### config.mk
export PLATFORM = sky130hd
export DESIGN_NAME = load_adaptive_fullstep_ctrl
export DESIGN_NICKNAME = d
export VERILOG_FILES = /design/src/shared/adaptive_pkg.sv /design/src/shared/load_meas_if.sv /design/src/design/load_adaptive_fullstep_ctrl.sv /design/src/design/load_meas.sv
export SDC_FILE = /design/constraint.sdc
export NUM_CORES = 1
export LEC_CHECK = 0
export ABC_AREA = 1
export ABC_CLOCK_PERIOD_IN_PS = 4800
export BUFFER_PORTS_ARGS = -buffer_cell sky130_fd_sc_hd__clkbuf_2
export CAP_MARGIN = 20
export CORE_MARGIN = 5
export CORE_UTILIZATION = 51
export DETAILED_ROUTE_END_ITERATION = 7
export GPL_TIMING_DRIVEN = 0
export PLACE_DENSITY = 0.66
export SYNTH_ARGS = -nofsm -noshare
export SYNTH_HDL_FRONTEND = slang
export SYNTH_SLANG_ARGS = --single-unit
### constraint.sdc
create_clock -name i_clk -period 4.8 [get_ports i_clk]
set_clock_uncertainty 0.1 [all_clocks]
set_input_delay 0 -clock i_clk [delete_from_list [all_inputs] [get_ports i_clk]]
set_output_delay 0 -clock i_clk [all_outputs]
set_load 0.01 [all_outputs]
### src/shared/adaptive_pkg.sv
// Purpose: constants and types for the load-adaptive fullstep controller
// Assumes: 32-bit AXI4-Lite register access, 40 MHz clock
// Notes: offsets are byte addresses
package adaptive_pkg;
  // ==========================================================================
  // register map
  localparam logic [7:0] ADDR_CTRL = 8'h00;
  localparam logic [7:0] ADDR_MIN_VEL = 8'h04;
  localparam logic [7:0] ADDR_TARGET_VEL = 8'h08;
  localparam logic [7:0] ADDR_LOWER_VEL = 8'h0C;
  localparam logic [7:0] ADDR_CHOP = 8'h10;
  localparam logic [7:0] ADDR_PULSE = 8'h14;
  localparam logic [7:0] ADDR_SENS = 8'h18;
  localparam logic [7:0] ADDR_STATUS = 8'h1C;
  localparam logic [7:0] ADDR_LOAD = 8'h20;
  localparam logic [7:0] ADDR_ACT_VEL = 8'h24;
  // ==========================================================================
  // field layout
  localparam int CTRL_STOP_BIT = 0;
  localparam int CTRL_QUIET_BIT = 1;
  localparam int CHOP_CHOPPER_OFF_TIME_LSB = 0;
  localparam int CHOP_CHOPPER_OFF_TIME_W = 4;
  localparam int CHOP_FS_BIT = 4;
  localparam int CHOP_CHM_BIT = 5;
  localparam int ST_STALL_BIT = 0;
  localparam int ST_EVENT_BIT = 1;
  localparam int ST_ADAPT_BIT = 2;
  localparam int ST_FULL_BIT = 3;
  localparam int VEL_W = 23;
  localparam int PULSE_W = 10;
  localparam int SENS_W = 8;
  localparam int LOAD_W = 9;
  // ==========================================================================
  // values
  localparam logic [3:0] CHOPPER_OFF_TIME_CAP = 4'h8;
  localparam logic [VEL_W-1:0] VEL_ZERO = 23'h000000;
  localparam logic [LOAD_W-1:0] LOAD_NORMAL_MAX = 9'h0FF;
  localparam logic [LOAD_W-1:0] LOAD_ABS_MAX = 9'h1FF;
  localparam logic [1:0] RESP_OKAY = 2'h0;
  localparam logic [1:0] RESP_SLVERR = 2'h2;
  localparam logic [31:0] UNMAPPED_READ = 32'h00000000;
  localparam logic [VEL_W-1:0] VEL_STEP = 23'h000001;
  typedef enum logic [1:0] {
    MODE_MICRO = 2'b00,
    MODE_ADAPT = 2'b01,
    MODE_STALL = 2'b10
  } mode_t;
endpackage : adaptive_pkg

### src/shared/load_meas_if.sv
// Purpose: carrier between controller and load measurement unit
// Assumes: single clock domain
// Notes: none
`timescale 1ns/1ps
interface load_meas_if;
  logic active;
  logic [9:0] pulse_width;
  logic [7:0] sensitivity;
  logic [9:0] coil_time;
  logic coil_strobe;
  logic overload;
  logic blocked;
  logic [8:0] load_value;
  modport ctrl (output active, output pulse_width, output sensitivity, output coil_time, output coil_strobe,
    input overload, input blocked, input load_value);
  modport meas (input active, input pulse_width, input sensitivity, input coil_time, input coil_strobe,
    output overload, output blocked, output load_value);
endinterface : load_meas_if

### src/design/load_adaptive_fullstep_ctrl.sv
// Purpose: load-adaptive fullstep commutation control with AXI4-Lite registers
// Assumes: coil rise time supplied per fullstep by the chopper
// Notes on behaviour
// - fullsteps at target velocity, slow on overload
// - stall flag set on complete block
// - restart after release when stop disabled
// - stay stopped until status read, event flag
// - load value readable, up to 511
// - above minimum velocity chopper goes fullstep
// - off-time 8 to 15 acts as 8 in adaptive mode
// - below minimum velocity run microsteps
// - minimum velocity zero disables mode
// - never below minimum velocity while adaptive
// - quiet chopper disables adaptive mode
// - programmable measurement pulse width 0-1023
// - stall sensitivity 0-255, higher more sensitive
// - adaptive forces constant off-time slow decay
`timescale 1ns/1ps
module load_adaptive_fullstep_ctrl (
  input wire logic i_clk,
  input wire logic i_nrst,
  input wire logic [7:0] i_awaddr,
  input wire logic i_awvalid,
  output logic o_awready,
  input wire logic [31:0] i_wdata,
  input wire logic [3:0] i_wstrb,
  input wire logic i_wvalid,
  output logic o_wready,
  output logic [1:0] o_bresp,
  output logic o_bvalid,
  input wire logic i_bready,
  input wire logic [7:0] i_araddr,
  input wire logic i_arvalid,
  output logic o_arready,
  output logic [31:0] o_rdata,
  output logic [1:0] o_rresp,
  output logic o_rvalid,
  input wire logic i_rready,
  input wire logic [9:0] i_coil_time,
  input wire logic i_coil_strobe,
  output logic o_fullstep_mode,
  output logic o_const_off_slow,
  output logic [3:0] o_chopper_off_time,
  output logic [22:0] o_step_velocity,
  output logic o_stall
);
  // ==========================================================================
  // registers
  logic stop_on_stall_enable_q;
  logic quiet_mode_q;
  logic [22:0] adaptive_min_velocity_q;
  logic [22:0] ramp_target_velocity_q;
  logic [22:0] load_ctrl_lower_velocity_q;
  logic [5:0] chopper_configuration_q;
  logic [9:0] load_meas_pulse_width_q;
  logic [7:0] adaptive_stall_sensitivity_q;
  logic stall_q;
  logic stall_stop_event_q;
  logic [22:0] vel_q;
  logic [22:0] vel_d;
  adaptive_pkg::mode_t mode_q;
  adaptive_pkg::mode_t mode_d;
  logic fs_q;
  logic cos_q;
  logic [3:0] chopper_off_time_q;
  logic [22:0] outvel_q;
  logic stall_out_q;
  logic coil_s1_q;
  logic coil_s2_q;
  logic [9:0] ct_s1_q;
  logic [9:0] ct_s2_q;
  // bus state
  logic aw_held_q;
  logic [7:0] aw_addr_q;
  logic w_held_q;
  logic [31:0] w_data_q;
  logic [3:0] w_strb_q;
  logic bvalid_q;
  logic [1:0] bresp_q;
  logic rvalid_q;
  logic [31:0] rdata_q;
  logic [1:0] rresp_q;
  logic awready_q;
  logic wready_q;
  logic arready_q;

  load_meas_if lm ();

  load_meas u_meas (
    .i_clk(i_clk),
    .i_nrst(i_nrst),
    .m(lm)
  );

  // ==========================================================================
  // byte-lane merge
  function automatic logic [31:0] merge(input logic [31:0] old, input logic [31:0] nw, input logic [3:0] be);
    logic [31:0] r;
    r = old;
    for (int i = 0; i < 4; i++) begin
      if (be[i]) begin
        r[i*8 +: 8] = nw[i*8 +: 8];
      end
    end
    return r;
  endfunction : merge

  // ==========================================================================
  // write channel
  wire do_write = aw_held_q && w_held_q && !bvalid_q;
  wire w_ctrl = do_write && (aw_addr_q == adaptive_pkg::ADDR_CTRL);
  wire w_min = do_write && (aw_addr_q == adaptive_pkg::ADDR_MIN_VEL);
  wire w_tgt = do_write && (aw_addr_q == adaptive_pkg::ADDR_TARGET_VEL);
  wire w_low = do_write && (aw_addr_q == adaptive_pkg::ADDR_LOWER_VEL);
  wire w_chop = do_write && (aw_addr_q == adaptive_pkg::ADDR_CHOP);
  wire w_pulse = do_write && (aw_addr_q == adaptive_pkg::ADDR_PULSE);
  wire w_sens = do_write && (aw_addr_q == adaptive_pkg::ADDR_SENS);
  wire w_mapped = w_ctrl | w_min | w_tgt | w_low | w_chop | w_pulse | w_sens;
  wire [31:0] m_ctrl = merge({30'h0, quiet_mode_q, stop_on_stall_enable_q}, w_data_q, w_strb_q);
  wire [31:0] m_min = merge({9'h0, adaptive_min_velocity_q}, w_data_q, w_strb_q);
  wire [31:0] m_tgt = merge({9'h0, ramp_target_velocity_q}, w_data_q, w_strb_q);
  wire [31:0] m_low = merge({9'h0, load_ctrl_lower_velocity_q}, w_data_q, w_strb_q);
  wire [31:0] m_chop = merge({26'h0, chopper_configuration_q}, w_data_q, w_strb_q);
  wire [31:0] m_pulse = merge({22'h0, load_meas_pulse_width_q}, w_data_q, w_strb_q);
  wire [31:0] m_sens = merge({24'h0, adaptive_stall_sensitivity_q}, w_data_q, w_strb_q);

  always_ff @(posedge i_clk or negedge i_nrst) begin
    if (!i_nrst) begin
      aw_held_q <= 1'b0;
      aw_addr_q <= 8'h00;
      w_held_q <= 1'b0;
      w_data_q <= 32'h00000000;
      w_strb_q <= 4'h0;
      bvalid_q <= 1'b0;
      bresp_q <= adaptive_pkg::RESP_OKAY;
      awready_q <= 1'b1;
      wready_q <= 1'b1;
    end else begin
      if (i_awvalid && !aw_held_q) begin
        aw_held_q <= 1'b1;
        awready_q <= 1'b0;
        aw_addr_q <= {i_awaddr[7:2], 2'b00};
      end
      if (i_wvalid && !w_held_q) begin
        w_held_q <= 1'b1;
        wready_q <= 1'b0;
        w_data_q <= i_wdata;
        w_strb_q <= i_wstrb;
      end
      if (do_write) begin
        aw_held_q <= 1'b0;
        w_held_q <= 1'b0;
        awready_q <= 1'b1;
        wready_q <= 1'b1;
        bvalid_q <= 1'b1;
        bresp_q <= w_mapped ? adaptive_pkg::RESP_OKAY : adaptive_pkg::RESP_SLVERR;
      end else if (bvalid_q && i_bready) begin
        bvalid_q <= 1'b0;
      end
    end
  end

  always_ff @(posedge i_clk or negedge i_nrst) begin
    if (!i_nrst) begin
      stop_on_stall_enable_q <= 1'b0;
      quiet_mode_q <= 1'b0;
      adaptive_min_velocity_q <= adaptive_pkg::VEL_ZERO;
      load_ctrl_lower_velocity_q <= adaptive_pkg::VEL_ZERO;
      chopper_configuration_q <= 6'h00;
      load_meas_pulse_width_q <= 10'h000;
      adaptive_stall_sensitivity_q <= 8'h00;
    end else begin
      if (w_ctrl) begin
        stop_on_stall_enable_q <= m_ctrl[adaptive_pkg::CTRL_STOP_BIT];
        quiet_mode_q <= m_ctrl[adaptive_pkg::CTRL_QUIET_BIT];
      end
      if (w_min) adaptive_min_velocity_q <= m_min[adaptive_pkg::VEL_W-1:0];
      if (w_low) load_ctrl_lower_velocity_q <= m_low[adaptive_pkg::VEL_W-1:0];
      if (w_chop) chopper_configuration_q <= m_chop[5:0];
      if (w_pulse) load_meas_pulse_width_q <= m_pulse[adaptive_pkg::PULSE_W-1:0];
      if (w_sens) adaptive_stall_sensitivity_q <= m_sens[adaptive_pkg::SENS_W-1:0];
    end
  end

  // ==========================================================================
  // read channel
  wire rd_take = i_arvalid && !rvalid_q;
  wire [7:0] ra = {i_araddr[7:2], 2'b00};
  wire rd_status = rd_take && (ra == adaptive_pkg::ADDR_STATUS);
  wire [31:0] status_word = {28'h0, fs_q, (mode_q == adaptive_pkg::MODE_ADAPT), stall_stop_event_q, stall_q};
  logic [31:0] rd_mux;
  logic rd_ok;
  always_comb begin
    rd_ok = 1'b1;
    case (ra)
      adaptive_pkg::ADDR_CTRL: rd_mux = {30'h0, quiet_mode_q, stop_on_stall_enable_q};
      adaptive_pkg::ADDR_MIN_VEL: rd_mux = {9'h0, adaptive_min_velocity_q};
      adaptive_pkg::ADDR_TARGET_VEL: rd_mux = {9'h0, ramp_target_velocity_q};
      adaptive_pkg::ADDR_LOWER_VEL: rd_mux = {9'h0, load_ctrl_lower_velocity_q};
      adaptive_pkg::ADDR_CHOP: rd_mux = {26'h0, chopper_configuration_q};
      adaptive_pkg::ADDR_PULSE: rd_mux = {22'h0, load_meas_pulse_width_q};
      adaptive_pkg::ADDR_SENS: rd_mux = {24'h0, adaptive_stall_sensitivity_q};
      adaptive_pkg::ADDR_STATUS: rd_mux = status_word;
      adaptive_pkg::ADDR_LOAD: rd_mux = {23'h0, lm.load_value};
      adaptive_pkg::ADDR_ACT_VEL: rd_mux = {9'h0, vel_q};
      default: begin
        rd_mux = adaptive_pkg::UNMAPPED_READ;
        rd_ok = 1'b0;
      end
    endcase
  end

  always_ff @(posedge i_clk or negedge i_nrst) begin
    if (!i_nrst) begin
      rvalid_q <= 1'b0;
      rdata_q <= 32'h00000000;
      rresp_q <= adaptive_pkg::RESP_OKAY;
      arready_q <= 1'b1;
    end else if (rd_take) begin
      rvalid_q <= 1'b1;
      arready_q <= 1'b0;
      rdata_q <= rd_mux;
      rresp_q <= rd_ok ? adaptive_pkg::RESP_OKAY : adaptive_pkg::RESP_SLVERR;
    end else if (rvalid_q && i_rready) begin
      rvalid_q <= 1'b0;
      arready_q <= 1'b1;
    end
  end

  // ==========================================================================
  // coil measurement input synchroniser
  always_ff @(posedge i_clk or negedge i_nrst) begin
    if (!i_nrst) begin
      coil_s1_q <= 1'b0;
      coil_s2_q <= 1'b0;
      ct_s1_q <= 10'h000;
      ct_s2_q <= 10'h000;
    end else begin
      coil_s1_q <= i_coil_strobe;
      coil_s2_q <= coil_s1_q;
      ct_s1_q <= i_coil_time;
      ct_s2_q <= ct_s1_q;
    end
  end

  // ==========================================================================
  // mode selection and velocity control
  wire mode_en = (adaptive_min_velocity_q != adaptive_pkg::VEL_ZERO) && !quiet_mode_q;
  wire above_min = ramp_target_velocity_q > adaptive_min_velocity_q;
  wire stall_now = (mode_q == adaptive_pkg::MODE_ADAPT) && lm.blocked && (vel_q <= adaptive_min_velocity_q);
  wire stop_hold = stall_stop_event_q;
  wire [3:0] chopper_off_time_raw = chopper_configuration_q[adaptive_pkg::CHOP_CHOPPER_OFF_TIME_LSB +: adaptive_pkg::CHOP_CHOPPER_OFF_TIME_W];

  assign lm.active = (mode_q == adaptive_pkg::MODE_ADAPT);
  assign lm.pulse_width = load_meas_pulse_width_q;
  assign lm.sensitivity = adaptive_stall_sensitivity_q;
  assign lm.coil_time = ct_s2_q;
  assign lm.coil_strobe = coil_s2_q;

  always_comb begin
    mode_d = adaptive_pkg::MODE_MICRO;
    vel_d = ramp_target_velocity_q;
    case (mode_q)
      adaptive_pkg::MODE_MICRO: begin
        vel_d = ramp_target_velocity_q;
        if (mode_en && above_min && !stop_hold) mode_d = adaptive_pkg::MODE_ADAPT;
        else if (stop_hold) mode_d = adaptive_pkg::MODE_STALL;
      end
      adaptive_pkg::MODE_ADAPT: begin
        mode_d = adaptive_pkg::MODE_ADAPT;
        if (lm.overload && vel_q > adaptive_min_velocity_q) begin
          vel_d = vel_q - adaptive_pkg::VEL_STEP;
        end else if (!lm.overload && vel_q < ramp_target_velocity_q) begin
          vel_d = vel_q + adaptive_pkg::VEL_STEP;
        end else if (vel_q > ramp_target_velocity_q) begin
          vel_d = ramp_target_velocity_q;
        end else begin
          vel_d = vel_q;
        end
        if (vel_d < adaptive_min_velocity_q) vel_d = adaptive_min_velocity_q;
        if (stall_now && stop_on_stall_enable_q) begin
          mode_d = adaptive_pkg::MODE_STALL;
          vel_d = adaptive_pkg::VEL_ZERO;
        end else if (!mode_en || !above_min) begin
          mode_d = adaptive_pkg::MODE_MICRO;
          vel_d = ramp_target_velocity_q;
        end
      end
      adaptive_pkg::MODE_STALL: begin
        vel_d = adaptive_pkg::VEL_ZERO;
        mode_d = stop_hold ? adaptive_pkg::MODE_STALL : adaptive_pkg::MODE_MICRO;
      end
      default: begin
        mode_d = adaptive_pkg::MODE_MICRO;
        vel_d = adaptive_pkg::VEL_ZERO;
      end
    endcase
  end

  always_ff @(posedge i_clk or negedge i_nrst) begin
    if (!i_nrst) begin
      ramp_target_velocity_q <= adaptive_pkg::VEL_ZERO;
      stall_q <= 1'b0;
      stall_stop_event_q <= 1'b0;
      mode_q <= adaptive_pkg::MODE_MICRO;
      vel_q <= adaptive_pkg::VEL_ZERO;
    end else begin
      mode_q <= mode_d;
      vel_q <= vel_d;
      if (stall_now && stop_on_stall_enable_q) begin
        ramp_target_velocity_q <= adaptive_pkg::VEL_ZERO;
      end else if (w_tgt && !stop_hold) begin
        ramp_target_velocity_q <= m_tgt[adaptive_pkg::VEL_W-1:0];
      end
      // set wins over the status-read clear
      if (stall_now) stall_q <= 1'b1;
      else if (rd_status) stall_q <= 1'b0;
      if (stall_now && stop_on_stall_enable_q) stall_stop_event_q <= 1'b1;
      else if (rd_status) stall_stop_event_q <= 1'b0;
    end
  end

  // ==========================================================================
  // chopper outputs
  always_ff @(posedge i_clk or negedge i_nrst) begin
    if (!i_nrst) begin
      fs_q <= 1'b0;
      cos_q <= 1'b0;
      chopper_off_time_q <= 4'h0;
      outvel_q <= adaptive_pkg::VEL_ZERO;
      stall_out_q <= 1'b0;
    end else begin
      fs_q <= (mode_d == adaptive_pkg::MODE_ADAPT);
      cos_q <= (mode_d == adaptive_pkg::MODE_ADAPT);
      chopper_off_time_q <= ((mode_d == adaptive_pkg::MODE_ADAPT) && chopper_off_time_raw > adaptive_pkg::CHOPPER_OFF_TIME_CAP) ?
                adaptive_pkg::CHOPPER_OFF_TIME_CAP : chopper_off_time_raw;
      outvel_q <= vel_d;
      stall_out_q <= stall_now | stall_q;
    end
  end

  assign o_fullstep_mode = fs_q;
  assign o_const_off_slow = cos_q;
  assign o_chopper_off_time = chopper_off_time_q;
  assign o_step_velocity = outvel_q;
  assign o_stall = stall_out_q;
  assign o_awready = awready_q;
  assign o_wready = wready_q;
  assign o_bvalid = bvalid_q;
  assign o_bresp = bresp_q;
  assign o_arready = arready_q;
  assign o_rvalid = rvalid_q;
  assign o_rdata = rdata_q;
  assign o_rresp = rresp_q;
endmodule : load_adaptive_fullstep_ctrl

### src/design/load_meas.sv
// Purpose: load measurement and stall judgement from coil rise times
// Assumes: coil_time is cycles for the coil current to reach target
// Notes: load value 0 when time well inside the reference pulse
`timescale 1ns/1ps
module load_meas (
  input wire logic i_clk,
  input wire logic i_nrst,
  load_meas_if.meas m
);
  logic [8:0] load_q;
  logic [8:0] load_d;
  logic over_q;
  logic block_q;
  logic [10:0] excess;
  logic [8:0] thresh;

  // ==========================================================================
  // load figure: amount by which the coil time exceeds the reference
  // borrow in bit 10 means the coil beat the reference: no load
  assign excess = {1'b0, m.coil_time} - {1'b0, m.pulse_width};
  assign load_d = excess[10] ? 9'h000 :
                  (excess[9] ? adaptive_pkg::LOAD_ABS_MAX : excess[8:0]);
  assign thresh = adaptive_pkg::LOAD_ABS_MAX - {1'b0, m.sensitivity};

  always_ff @(posedge i_clk or negedge i_nrst) begin
    if (!i_nrst) begin
      load_q <= 9'h000;
      over_q <= 1'b0;
      block_q <= 1'b0;
    end else if (m.coil_strobe && m.active) begin
      load_q <= load_d;
      over_q <= (load_d != 9'h000);
      block_q <= (load_d >= thresh);
    end else if (!m.active) begin
      over_q <= 1'b0;
      block_q <= 1'b0;
    end
  end

  assign m.load_value = load_q;
  assign m.overload = over_q;
  assign m.blocked = block_q;
endmodule : load_meas

==> flow_summary_export.csv <==
group,metric,value,unit
clock_tree,tritoncts,"done",
yosys,synth-seq-area-share,40.1,%
sta,rsz0062_at_grt,"no",
worst_setup_path,reg2reg_depth,24,
sta,fin_ws,0.208,ns
min_path,hold_class,"in2reg",
floorplan,dieArea,0.0310,sq mm
job,maxCapViolCount,0,
worst_setup_path,worstSetupEndpointType,"register",
yosys,synth_edf_count,0,
worst_setup_path,crit_chain,"inv_1 > ha_1 > nand2_1 > nor2_2 > nand2_2 > nor2_2 > nand2_1 > nand4_2 > clkinv_2 > clkbuf_2 > a32o_1 > a31oi_2 > ha_1 > nand2_1 > nor2_1 > a211oi_2 > o221ai_1 > a21oi_2 > nand2_4 > buf_6 > nand2_1 > nand2_1 > o21ai_1 > nand2_1",
global_routing,grt_antenna_before_repair,0,
worst_setup_path,rr_startpoint,"ramp_target_velocity_q[22]$_DFFE_PN0P_",
floorplan,rows,60,
clock_tree,h-tree-depth,1,
yosys,synth_seq_cells,225,
routing,drcViolationCount,0,
routing,via_per_inst,5.69,
worst_setup_path,cp_common_cell,"nand2_1",
yosys,synth_cell_types,54,
global_routing,grt_max_degree,105,
pwr,p_leak,8.37,nW
floorplan,boundaryPins,141,
worst_setup_path,crit_slowest_cell,"dfrtp_2",
worst_setup_path,startpoint,"ramp_target_velocity_q[22]$_DFFE_PN0P_",
yosys,synthArstFlopShare,100,%
sta,worst_slew_pin_slew,0.914,ns
sta,holdWs,0.0152,ns
cells_and_area,final_layout_size_suffix_gt1_share,11.4,%
routing,initialDrtViolationCount,1194,
clock_tree,clk_latency,0.52,ns
cells_and_area,register_area,0.00564,sq mm
sta,setup_violations,0,
sta,max-slew-margin-rel,38.6,%
worst_setup_path,path_delay_family,"simple AND/OR/NAND/NOR gates",
worst_setup_path,path_buf_inv,4,
yosys,syn_avg_cell_area,7.54,sq um
placement,pre_cts_slack,-0.607,ns
worst_setup_path,critPathArrivalTime,4.89,ns
pwr,powerDensity,807,mW/mm^2
global_routing,grt_pass1_vias,13326,
yosys,synth_area,0.0141,sq mm
routing,wirelength,48.7,mm
pwr,ir_drop,0.00121,V
sta,hold_viol,0,
worst_setup_path,cp-endpoint,"o_step_velocity[16]$_DFF_PN0_",
worst_setup_path,rr_endpoint,"o_step_velocity[16]$_DFF_PN0_",
floorplan,start_util,52.0,%
placement,portBuffers,115,
yosys,ys.warnings.count,0,
yosys,synth_cells,1866,
clock_tree,clock_path_buffers,3,
cells_and_area,fillers,2438,
yosys,synth_top_area_cell,"dfrtp_1",
global_routing,gr-total-overflow,0,
worst_setup_path,cp_max_fo,10,
yosys,yosys.area.top_type_share,39.5,%
floorplan,core_area,0.0270,sq mm
worst_setup_path,crit_required,5.10,ns
clock_tree,cts_buffers,24,
global_routing,grt_usage,31.1,%
floorplan,die_width,176,um
floorplan,die_y,176,um
sta,max_freq,218,MHz
yosys,yosys_most_used_dff,"dfrtp_1",
routing,drt-pass1-iter-count,7,
sta,fin_crit_sh,95.7,%
placement,gp_congestion,0.962,
worst_setup_path,cp-start-kind,"register",
global_routing,grt_pass1_wl,76.0,mm
clock_tree,root_buffer,"clkbuf_16",
status,status,"completed",
sta,drv_slew,0,
sta,fin_crit,4.59,ns
worst_setup_path,rrSetupSlack,0.21,ns
routing,postRouteAntennaNets,0,
routing,vias,13892,
worst_setup_path,worst-path-stages,24,
clock_tree,cts.sinks,225,
cells_and_area,antenna_cells,0,
cells_and_area,area_growth,19.1,%
clock_tree,cts.clk_slew.worst_paths,0.06,ns
placement,post-dp-hpwl,37.6,mm
cells_and_area,fin_nets,2266,
worst_setup_path,crit_type,"reg2reg",
cells_and_area,multi_input_comb_area,0.00732,sq mm
routing,wl_per_cell,19.9,um
worst_setup_path,slowest_delay,0.45,ns
yosys,synth_area_leaders,"dfrtp_1, nand2_1, ha_1",
## worst register-to-register path, delay by kind of cell, from the launching register on
kind | cells | cell delay, ns
AND/OR/NAND/NOR | 12 | 1.33
AO/OA/AOI/OAI | 6 | 1.24
adder cells (fa/ha/maj) | 2 | 0.63
buffers and inverters | 4 | 0.75
flip-flops | 1 | 0.45
## per-layer routing
metal / part of all wire (%) / routed length (um) / up-vias / track usage, %
met5: 0 / 0 / - / 0
met4: 3.5 / 1700 / 0 / 10.2
met3: 7.1 / 3430 / 94 / 3.64
met2: 46 / 22400 / 595 / 50.4
met1: 44 / 21200 / 6569 / 43.7
li1: - / - / 6634 / -
## how the worst min path moves through the flow
| stage | from | end | cells after the start |
|---|---|---|---|
| 3_3_place_gp | i_coil_time[0] | ct_s1_q[0]$_DFF_PN0_ | 1 |
| 4_1_cts | i_araddr[5] | o_rresp[1]$_DFFE_PN0P_ | 5 |
| 6_report | i_araddr[5] | o_rresp[1]$_DFFE_PN0P_ | 5 |
| 5_1_grt | i_araddr[5] | o_rresp[1]$_DFFE_PN0P_ | 5 |
| 2_1_floorplan | i_nrst | adaptive_min_velocity_q[0]$_DFFE_PN0P_ | 0 |
| 3_5_place_dp | i_nrst | ct_s1_q[5]$_DFF_PN0_ | 1 |
## sequential cells by signal (all words and copies together), names as in the netlist, 3 cells and up
register / count
adaptive_min_velocity_q: 23
load_ctrl_lower_velocity_q: 23
o_rdata: 23
o_step_velocity: 23
ramp_target_velocity_q: 23
w_data_q: 23
ct_s1_q: 10
ct_s2_q: 10
lm.pulse_width: 10
u_meas.m.load_value: 9
adaptive_stall_sensitivity_q: 8
aw_addr_q: 6
chopper_configuration_q: 6
o_chopper_off_time: 4
w_strb_q: 3
## cell type report
type / instances / share of cell area, %
Sequential cell: 225 / 33.7
Buffer: 78 / 2.29
Multi-Input combinational cell: 1344 / 43.7
Clock inverter: 12 / 0.881
Clock buffer: 31 / 4.05
Tap cell: 341 / 2.55
Inverter: 229 / 5.15
Timing Repair Buffer: 182 / 7.71
## timing repair
| item | CTS | global route |
|---|---|---|
| gates resized for setup | 13 | 30 |
| gates cloned | 0 | 0 |
| hold endpoints to repair | 171 | 0 |
| setup buffers | 1 | 5 |
| hold buffers | 59 | 0 |
| pin swaps | 1 | 2 |
| setup endpoints to repair | 23 | 23 |
## layout by cell type, fill, tap and decap left out, types with 4 or more instances in the layout
cell,instances
a211oi_1,7
a21o_1,6
a21oi_1,92
a221oi_1,15
a22oi_1,15
a31oi_1,5
buf_1,4
buf_4,21
clkbuf_1,50
clkbuf_16,25
clkbuf_2,119
clkbuf_8,4
clkinv_2,6
conb_1,11
dfrtp_1,216
dfrtp_2,6
dlygate4sd3_1,58
ha_1,111
inv_1,218
inv_2,7
nand2_1,520
nand3_1,51
nand4_1,23
nor2_1,115
nor2_2,4
nor3_1,22
nor3_2,4
nor4_1,13
o2111ai_1,9
o211ai_1,5
o21ai_0,210
o21ai_1,20
o221ai_1,6
o22ai_1,15
o2bb2ai_1,6
or2_2,5
xor2_1,19
## cell families (layout without fill, tap and decap cells)
family | Yosys count | after routing | synth area share [%]
fa+ha+maj | 112 | 112 | 10.0
xor+xnor | 22 | 22 | 1.37
other cells | 1 | 11 | 0.0267
flops | 225 | 225 | 40.1
compound gates | 431 | 431 | 17.4
buf+inv | 307 | 532 | 8.70
simple gates | 768 | 768 | 22.4
## cells in the mapped netlist, drive strengths merged (2+ instances only)
cell type,n
a211oi,8
a21o,6
a21oi,95
a221oi,15
a22oi,15
a31oi,7
a32o,2
buf,25
clkbuf,53
clkinv,4
dfrtp,222
dfstp,3
ha,111
inv,225
nand2,524
nand3,52
nand4,24
nor2,119
nor3,27
nor4,13
o2111ai,9
o211ai,5
o21a,3
o21ai,233
o221ai,6
o22ai,15
o2bb2ai,6
or2,5
xnor2,3
xor2,19
## per-stage QoR
step / setup TNS (ns) / area, sq um / utilization (%) / power (mW) / cells
final: 0 / 16800 / 62.0 / 13.5 / 2442
after global routing: 0 / 16800 / 62.0 / 14.6 / 2442
after CTS: 0 / 16600 / 61.6 / 13.1 / 2437
after detailed placement: -12.92 / 15200 / 56.1 / 10.4 / 2334
after global placement: -202.14 / 15100 / 55.9 / 10.3 / 2332
after floorplan: 0 / 14100 / - / 8.24 / 1876
## power breakdown
group	internal (mW)	switching, mW	total [mW]	leakage (nW)
sequential	2.32	0.307	2.63	2.97
combinational	2.99	5.96	8.95	5.00
clock	1.16	0.781	1.94	0.404
Power figures use the tool's default switching activity.
